===== src/hw/pacc_consts.vh =====
// Constants for the pulse accumulator control block.
// What this block does
// - Accumulator enable works independently of timer enable.
// - Accumulator input is the channel 7 pin.
// - Mode bit: 0 event count, 1 gated.
// - Edge bit: 0 falling, 1 rising edges.
// - Gated: bit 0 high passes, 1 low passes.
// - No divide-by-64 clock while timer disabled.
// - Clock select: prescaler, accum, /256, /65536.
// - Accumulator disabled forces prescaler clock to counter.
// - Clock select change takes effect immediately.
// - Overflow enable gates overflow flag interrupt.
// - Input enable gates input flag interrupt.
// - Overflow flag sets on count wrap to zero.
// - Input flag on counted edge or gate trailing edge.
// - Write one clears flag only while enabled.
// - Fast clear: count access clears both flags.
// - Count register counts accumulator clocks and is writable by software.
// - Pin synchronised to bus clock before counting.
`ifndef PACC_CONSTS_VH
`define PACC_CONSTS_VH
`define PACC_OFS_CTRL 8'h20
`define PACC_OFS_FLAGS 8'h24
`define PACC_OFS_COUNT 8'h28
`define PACC_OFS_TSC 8'h2C
`define PACC_OFS_MASK 8'h30
`define PACC_CTRL_RST 8'h00
`define PACC_CTRL_WMASK 8'h7F
`define PACC_BIT_EN 6
`define PACC_BIT_MODE 5
`define PACC_BIT_EDGE 4
`define PACC_BIT_CLK1 3
`define PACC_BIT_CLK0 2
`define PACC_BIT_OVI 1
`define PACC_BIT_II 0
`define PACC_FLG_OV 1
`define PACC_FLG_IN 0
`define PACC_TSC_TEN 0
`define PACC_TSC_FFCA 1
`define PACC_DIV64 6'h3F
`define PACC_RESP_OKAY 2'h0
`define PACC_RESP_SLVERR 2'h2
`endif


===== src/hw/pacc_sync.v =====
// Two-flop synchroniser for the channel 7 pin.
`timescale 1ns/1ps
module pacc_sync (
	input wire clk, // Bus clock.
	input wire rstn, // Asynchronous reset, active low.
	input wire din, // Asynchronous level.
	output wire dout // Synchronised level.
);
	reg s1_r;
	reg s2_r;
	// The first stage feeds only the second stage.
	always @(posedge clk or negedge rstn) begin
		if (!rstn) begin
			s1_r <= 1'b0;
			s2_r <= 1'b0;
		end else begin
			s1_r <= din;
			s2_r <= s1_r;
		end
	end
	assign dout = s2_r;
endmodule // pacc_sync


===== src/hw/pacc_div64.v =====
// Divide-by-64 tick source counting bus clocks while the timer is enabled.
`timescale 1ns/1ps
`include "pacc_consts.vh"
module pacc_div64 (
	input wire clk, // Bus clock.
	input wire rstn, // Asynchronous reset, active low.
	input wire run, // Timer enable.
	output wire tick // One-cycle pulse every 64 cycles.
);
	reg [5:0] cnt_r;
	// The divider halts and clears while the timer is off.
	always @(posedge clk or negedge rstn) begin
		if (!rstn) begin
			cnt_r <= 6'h00;
		end else if (!run) begin
			cnt_r <= 6'h00;
		end else begin
			cnt_r <= cnt_r + 6'h01;
		end
	end
	assign tick = run && (cnt_r == `PACC_DIV64);
endmodule // pacc_div64


===== src/hw/pacc_top.v =====
// Pulse accumulator control, flags, count and counter clock select.
`timescale 1ns/1ps
`include "pacc_consts.vh"
module pacc_top (
	input wire clk, // Bus clock, 125 MHz.
	input wire rstn, // Asynchronous reset, active low.
	input wire [7:0] s_axi_awaddr, // Write address.
	input wire s_axi_awvalid, // Write address valid.
	output wire s_axi_awready, // Write address ready.
	input wire [31:0] s_axi_wdata, // Write data.
	input wire [3:0] s_axi_wstrb, // Write strobes.
	input wire s_axi_wvalid, // Write data valid.
	output wire s_axi_wready, // Write data ready.
	output reg [1:0] s_axi_bresp, // Write response.
	output reg s_axi_bvalid, // Write response valid.
	input wire s_axi_bready, // Write response ready.
	input wire [7:0] s_axi_araddr, // Read address.
	input wire s_axi_arvalid, // Read address valid.
	output wire s_axi_arready, // Read address ready.
	output reg [31:0] s_axi_rdata, // Read data.
	output reg [1:0] s_axi_rresp, // Read response.
	output reg s_axi_rvalid, // Read data valid.
	input wire s_axi_rready, // Read data ready.
	input wire channel7_pin, // Shared channel 7 input pin.
	input wire presc_tick, // Timer prescaler clock tick.
	output wire cnt_tick, // Timer counter clock tick.
	output wire irq // Level interrupt.
);
	// ****************************************
	// Registers
	// ****************************************
	reg [7:0] ctrl_r;
	reg [1:0] flag_r;
	reg [1:0] mask_r;
	reg [1:0] tsc_r;
	reg [15:0] count_r;
	reg [15:0] pdiv_r;
	reg pin_d_r;
	reg [7:0] aw_addr_r;
	reg aw_have_r;
	reg [31:0] w_data_r;
	reg [3:0] w_strb_r;
	reg w_have_r;
	wire pin_s;
	wire tick64;
	wire accum_enable;
	wire accum_mode_select;
	wire accum_edge_select;
	wire timer_enable;
	wire fast_flag_clear_all;
	wire rise;
	wire fall;
	wire count_edge;
	wire gate_open;
	wire accum_clock_signal;
	wire wr_go;
	wire rd_go;
	wire [7:0] wa;
	wire clr_ok;
	wire cnt_access;
	wire wrap;
	wire set_in;
	wire [1:0] clr_w1;
	reg [1:0] flag_nxt;
	reg [31:0] rd_val;
	reg rd_err;

	// ****************************************
	// Pin path
	// ****************************************
	// The accumulator watches the channel 7 pin through a synchroniser.
	pacc_sync u_sync (
		.clk(clk),
		.rstn(rstn),
		.din(channel7_pin),
		.dout(pin_s)
	);

	// The gate clock exists only while the timer runs.
	pacc_div64 u_div (
		.clk(clk),
		.rstn(rstn),
		.run(timer_enable),
		.tick(tick64)
	);

	assign accum_enable = ctrl_r[`PACC_BIT_EN];
	assign accum_mode_select = ctrl_r[`PACC_BIT_MODE];
	assign accum_edge_select = ctrl_r[`PACC_BIT_EDGE];
	assign timer_enable = tsc_r[`PACC_TSC_TEN];
	assign fast_flag_clear_all = tsc_r[`PACC_TSC_FFCA];

	// Edge detection on the synchronised level.
	always @(posedge clk or negedge rstn) begin
		if (!rstn) begin
			pin_d_r <= 1'b0;
		end else begin
			pin_d_r <= pin_s;
		end
	end
	assign rise = pin_s && !pin_d_r;
	assign fall = !pin_s && pin_d_r;

	// Counted edge in event mode, gate level in gated mode.
	assign count_edge = accum_edge_select ? rise : fall;
	assign gate_open = accum_edge_select ? !pin_s : pin_s;
	assign accum_clock_signal = accum_enable &&
		(accum_mode_select ? (gate_open && tick64) : count_edge);
	// Trailing gate edge is the closing edge of the active level.
	assign set_in = accum_enable && (accum_mode_select ?
		(accum_edge_select ? rise : fall) : count_edge);

	// ****************************************
	// Counter clock select
	// ****************************************
	// Accumulator and the two dividers.
	always @(posedge clk or negedge rstn) begin
		if (!rstn) begin
			pdiv_r <= 16'h0000;
		end else if (accum_clock_signal) begin
			pdiv_r <= pdiv_r + 16'h0001;
		end
	end
	// The selection is combinational so a new field value acts at once.
	assign cnt_tick = (!accum_enable) ? presc_tick :
		(ctrl_r[3:2] == 2'b00) ? presc_tick :
		(ctrl_r[3:2] == 2'b01) ? accum_clock_signal :
		(ctrl_r[3:2] == 2'b10) ? (accum_clock_signal && pdiv_r[7:0] == 8'hFF) :
		(accum_clock_signal && pdiv_r == 16'hFFFF);

	// ****************************************
	// AXI4-Lite slave
	// ****************************************
	// Address and data are taken in either order and held until answered.
	assign s_axi_awready = !aw_have_r && !s_axi_bvalid;
	assign s_axi_wready = !w_have_r && !s_axi_bvalid;
	assign s_axi_arready = !s_axi_rvalid;
	assign wr_go = aw_have_r && w_have_r && !s_axi_bvalid;
	assign rd_go = s_axi_arvalid && s_axi_arready;
	assign wa = aw_addr_r;

	always @(posedge clk or negedge rstn) begin
		if (!rstn) begin
			aw_addr_r <= 8'h00;
			aw_have_r <= 1'b0;
			w_data_r <= 32'h00000000;
			w_strb_r <= 4'h0;
			w_have_r <= 1'b0;
			s_axi_bvalid <= 1'b0;
			s_axi_bresp <= `PACC_RESP_OKAY;
		end else begin
			if (s_axi_awvalid && s_axi_awready) begin
				aw_addr_r <= s_axi_awaddr;
				aw_have_r <= 1'b1;
			end
			if (s_axi_wvalid && s_axi_wready) begin
				w_data_r <= s_axi_wdata;
				w_strb_r <= s_axi_wstrb;
				w_have_r <= 1'b1;
			end
			if (wr_go) begin
				aw_have_r <= 1'b0;
				w_have_r <= 1'b0;
				s_axi_bvalid <= 1'b1;
				s_axi_bresp <= (wa == `PACC_OFS_CTRL || wa == `PACC_OFS_FLAGS ||
					wa == `PACC_OFS_COUNT || wa == `PACC_OFS_TSC ||
					wa == `PACC_OFS_MASK) ? `PACC_RESP_OKAY : `PACC_RESP_SLVERR;
			end else if (s_axi_bvalid && s_axi_bready) begin
				s_axi_bvalid <= 1'b0;
			end
		end
	end

	// Read decode.
	always @* begin
		rd_val = 32'h00000000;
		rd_err = 1'b0;
		case (s_axi_araddr)
			`PACC_OFS_CTRL: rd_val = {24'h000000, 1'b0, ctrl_r[6:0]};
			`PACC_OFS_FLAGS: rd_val = {30'h00000000, flag_r};
			`PACC_OFS_COUNT: rd_val = {16'h0000, count_r};
			`PACC_OFS_TSC: rd_val = {30'h00000000, tsc_r};
			`PACC_OFS_MASK: rd_val = {30'h00000000, mask_r};
			default: rd_err = 1'b1;
		endcase
	end

	always @(posedge clk or negedge rstn) begin
		if (!rstn) begin
			s_axi_rvalid <= 1'b0;
			s_axi_rdata <= 32'h00000000;
			s_axi_rresp <= `PACC_RESP_OKAY;
		end else if (rd_go) begin
			s_axi_rvalid <= 1'b1;
			s_axi_rdata <= rd_val;
			s_axi_rresp <= rd_err ? `PACC_RESP_SLVERR : `PACC_RESP_OKAY;
		end else if (s_axi_rready) begin
			s_axi_rvalid <= 1'b0;
		end
	end

	// ****************************************
	// Control, mask and count
	// ****************************************
	// Byte lane 0 carries every control field.
	always @(posedge clk or negedge rstn) begin
		if (!rstn) begin
			ctrl_r <= `PACC_CTRL_RST;
			tsc_r <= 2'h0;
			mask_r <= 2'h0;
		end else if (wr_go && w_strb_r[0]) begin
			if (wa == `PACC_OFS_CTRL) begin
				ctrl_r <= w_data_r[7:0] & `PACC_CTRL_WMASK;
			end
			if (wa == `PACC_OFS_TSC) begin
				tsc_r <= w_data_r[1:0];
			end
			if (wa == `PACC_OFS_MASK) begin
				mask_r <= w_data_r[1:0];
			end
		end
	end

	assign wrap = accum_clock_signal && (count_r == 16'hFFFF);
	// A software write wins over a simultaneous count edge.
	always @(posedge clk or negedge rstn) begin
		if (!rstn) begin
			count_r <= 16'h0000;
		end else if (wr_go && wa == `PACC_OFS_COUNT && w_strb_r[1:0] == 2'h3) begin
			count_r <= w_data_r[15:0];
		end else if (wr_go && wa == `PACC_OFS_COUNT && w_strb_r[0]) begin
			count_r <= {count_r[15:8], w_data_r[7:0]};
		end else if (wr_go && wa == `PACC_OFS_COUNT && w_strb_r[1]) begin
			count_r <= {w_data_r[15:8], count_r[7:0]};
		end else if (accum_clock_signal) begin
			count_r <= count_r + 16'h0001;
		end
	end

	// ****************************************
	// Flags and interrupt
	// ****************************************
	assign clr_ok = timer_enable || accum_enable;
	assign clr_w1 = (wr_go && wa == `PACC_OFS_FLAGS && w_strb_r[0] && clr_ok) ?
		w_data_r[1:0] : 2'h0;
	assign cnt_access = fast_flag_clear_all && ((wr_go && wa == `PACC_OFS_COUNT) ||
		(rd_go && s_axi_araddr == `PACC_OFS_COUNT));

	// Clears apply first, then events set, so a set in the same cycle wins.
	always @* begin
		flag_nxt = flag_r & ~clr_w1;
		if (cnt_access) begin
			flag_nxt = 2'h0;
		end
		if (wrap) begin
			flag_nxt[`PACC_FLG_OV] = 1'b1;
		end
		if (set_in) begin
			flag_nxt[`PACC_FLG_IN] = 1'b1;
		end
	end

	always @(posedge clk or negedge rstn) begin
		if (!rstn) begin
			flag_r <= 2'h0;
		end else begin
			flag_r <= flag_nxt;
		end
	end

	// Enables in the control register and the mask register both gate each flag.
	assign irq = (flag_r[`PACC_FLG_OV] && ctrl_r[`PACC_BIT_OVI] && mask_r[`PACC_FLG_OV]) ||
		(flag_r[`PACC_FLG_IN] && ctrl_r[`PACC_BIT_II] && mask_r[`PACC_FLG_IN]);
endmodule // pacc_top


===== config.mk =====
export PLATFORM = sky130hd
export DESIGN_NAME = pacc_top
export DESIGN_NICKNAME = d
export VERILOG_FILES = /design/src/hw/pacc_sync.v /design/src/hw/pacc_div64.v /design/src/hw/pacc_top.v
export VERILOG_INCLUDE_DIRS = /design/src /design/src/hw
export SDC_FILE = /design/constraint.sdc
export NUM_CORES = 1
export LEC_CHECK = 0
export BUFFER_PORTS_ARGS = -buffer_cell sky130_fd_sc_hd__buf_4
export CAP_MARGIN = 20
export CORE_MARGIN = 2
export CORE_UTILIZATION = 45
export CTS_BUF_LIST = sky130_fd_sc_hd__clkbuf_4 sky130_fd_sc_hd__clkbuf_8 sky130_fd_sc_hd__clkbuf_16
export CTS_CLUSTER_DIAMETER = 40
export DETAILED_ROUTE_END_ITERATION = 12
export PLACE_DENSITY_LB_ADDON = 0.15
export SYNTH_ARGS = -nofsm -noshare
export SYNTH_HDL_FRONTEND = slang
export SYNTH_SLANG_ARGS = --single-unit

===== constraint.sdc =====
create_clock -name clk -period 3.4 [get_ports clk]
set_input_delay 0.85 -clock clk [delete_from_list [all_inputs] [get_ports clk]]
set_output_delay 0.85 -clock clk [all_outputs]
set_load 0.01 [all_outputs]

==> qor.csv <==
stage,metric,value,unit
job,drv_cap,0,
logic_synthesis,yosysSeqAreaShare,53.63,%
worst_setup_path,reg2reg_depth,4,
sta,min_period,3.209,ns
run_status,status,completed,
die,die-area,0.01142,mm²
logic_synthesis,ys_types,47,
clocking,root_buffer,clkbuf_8,
final_layout,final_nets,557,
final_layout,stdcell_count,634,
worst_setup_path,max_stage_delay,0.51,ns
logic_synthesis,synthFlopType,dfrtp_1,
drt,drc,0,
global_routing,grt_pass1_vias,3159,
worst_setup_path,critical_path_class,reg2out,
sta,slew_viol_final,0,
die,die_w,106.8,µm
logic_synthesis,synthAdderAreaFrac,0.7886,%
place,gp_congestion,0.7792,
global_routing,grt_max_degree,81,
clocking,cts_buffer_depth,2,
logic_synthesis,synth-seq-cells,102,
die,core_area,0.01028,mm²
final_layout,diodes,0,
drt,drtIter0Drc,134,
drt,wl_per_cell,14.74,µm
sta,rsz0062_at_grt,false,
sta,fin_setup_tns,0,ns
sta,hold_violations,0,
final_layout,drive_gt1_share,27.51,%
worst_setup_path,cp-end-kind,output port,
worst_setup_path,worstSetupStartpointType,flip-flop,
logic_synthesis,synth.avg_cell_area,11.25,µm²
final_layout,fillers,947,
clocking,cts_tree,built,
logic_synthesis,yosysWarnings,0,
logic_synthesis,synthSimpleGateAreaFrac,15.72,%
worst_setup_path,cp_cell_sequence,"or3b_2, a211oi_2, o21ai_1, nor3_1, nand3_1, nand2_1, buf_4",
pwr,p_leak,2.531,nW
sta,period_share,94.39,%
die,ios,104,
worst_setup_path,arrival,2.36,ns
clocking,h-tree-depth,3,
drt,vias,3218,
final_layout,syn_to_final_growth,16.80,%
sta,hold-worst-slack,0.2875,ns
die,fp-row-count,37,
final_layout,final_cell_mix,"dfrtp_1, buf_4, xnor2_1, nand2_1, mux2_2",
sta,tightestPinTransition,0.9559,ns
pwr,cellPowerDensity,534.1,mW/mm²
logic_synthesis,synthMuxAreaShare,10.80,%
sta,relSlewSlack,36.27,%
place,dpl.hpwl,6651,µm
logic_synthesis,synth_compound_area_share,7.571,%
drt,antenna_left,0,
logic_synthesis,syn_area,0.004760,mm²
clocking,path_clk_slew,0.10,ns
drt,wirelength,9342,µm
final_layout,final_common_cell,dfrtp_1,
worst_setup_path,cp_data_required_time,2.55,ns
clocking,numCtsBuffers,9,
global_routing,overflow,0,
drt,viasPerCell,5.076,
worst_setup_path,crit_slowest_cell,or3b_2,
logic_synthesis,synth_xor_area_share,6.441,%
sta,finalSetupViolCount,0,
hold_path,hold_class,in2async,
worst_setup_path,critPathMaxFanout,5,
drt,drt_first_pass_iters,4,
global_routing,antenna_found_initial,0,
logic_synthesis,syn_inst,423,
die,initial_utilization,46.31,%
global_routing,grt_usage,17.50,%
pwr,peakVddDrop,358.7,µV
die,die_h,106.8,µm
sta,timing.fmax,0.3116,GHz
global_routing,grt_first_pass_wirelength,15500,µm
final_layout,fin_util,54.09,%
place,dp.cells,617,
place,pre_cts_slack,0.4253,ns
sta,clock_skew,0.01053,ns
logic_synthesis,synth_edf_count,0,
logic_synthesis,synthArstFlopShare,100.0,%
clocking,cts_sinks,102,
place,io_buffers,67,
sta,fin_ws,0.1908,ns
logic_synthesis,synth_top_family_by_area,simple AND/OR/NAND/NOR gates,
clocking,clk_latency,0.37,ns
-- final timing paths --
check / startpoint / slack, ns / to
hold reg to reg: u_sync.s1_r / 0.37 / u_sync.dout
max in group asynchronous: rstn / 2.30 / s_axi_rdata[3]
setup / recovery: ctrl_r[4] / 0.19 / cnt_tick
min in group clk: u_sync.s1_r / 0.37 / u_sync.dout
hold / removal: rstn / 0.29 / u_div.cnt_r[0]
setup reg to reg: aw_addr_r[1] / 0.97 / ctrl_r[3]
-- routing by layer --
layer	routed length, µm	GRT usage [%]
met1	4709	25.63
met2	4076	25.39
met3	404	3.283
met4	152	7.699
met5	0	0
-- power by group --
group          internal [mW]  total, mW  switching, mW
registers               1.44       1.67          0.221
clock network          0.295      0.715          0.420
logic                  0.342      0.589          0.247
-- repair_timing --
item                       4_1_cts  5_1_grt
gates resized for setup          1        1
buffers inserted                 0        0
gates cloned                     0        0
setup endpoints to repair        1        1
hold buffers                     0        0
-- critical path: cells and delay by family (launching register included) --
family                 cells  cell delay (ns)
AND/OR/NAND/NOR            4             1.00
flip-flops                 1             0.44
AO/OA/AOI/OAI              2             0.43
buffers and inverters      1             0.11
-- stage by stage --
stage | power (mW) | instance area (µm²)
final | 2.969 | 5559
after global routing | 3.144 | 5559
after CTS | 3.002 | 5527
after detailed placement | 2.289 | 5346
after global placement | 2.257 | 5346
after floorplan | 2.063 | 4823
-- flip-flops by register name, summed over array words and instances (netlist names), 2 cells and up --
signal	count
aw_addr_r	8
count_r	16
ctrl_r	7
flag_r	2
mask_r	2
pdiv_r	16
s_axi_rdata	16
tsc_r	2
u_div.cnt_r	6
w_data_r	16
w_strb_r	2
-- cells by family after synthesis --
| group | count (synthesis) |
|---|---|
| AO/OA/AOI/OAI | 57 |
| XOR/XNOR | 35 |
| adder cells (fa/ha/maj) | 3 |
| buffers and inverters | 42 |
| flip-flops | 102 |
| multiplexers | 44 |
| other | 1 |
| AND/OR/NAND/NOR | 139 |
-- cell usage after synthesis, drive strengths merged (10+ instances only) --
cell	instances	share of area, %
mux2	38	9.5
dfrtp	102	54
o21ai	13	1.4
nand2	31	2.4
xnor2	32	5.9
nand3	16	1.7
a21oi	19	2.0
a22o	11	2.0
buf	23	3.5
nor3	14	1.6
nor2	26	2.1
clkbuf	10	0.79
-- final cells by class --
type,count,area (µm²),area share (%)
inverter,9,33.78,0.6077
tap,136,170.2,3.061
timing repair buffer,75,583.1,10.49
clock inverter,5,35.03,0.6302
clock buffer,11,145.1,2.611
sequential,102,2552,45.91
multi-input combinational,296,2039,36.69
Power figures use the tool's default switching activity.
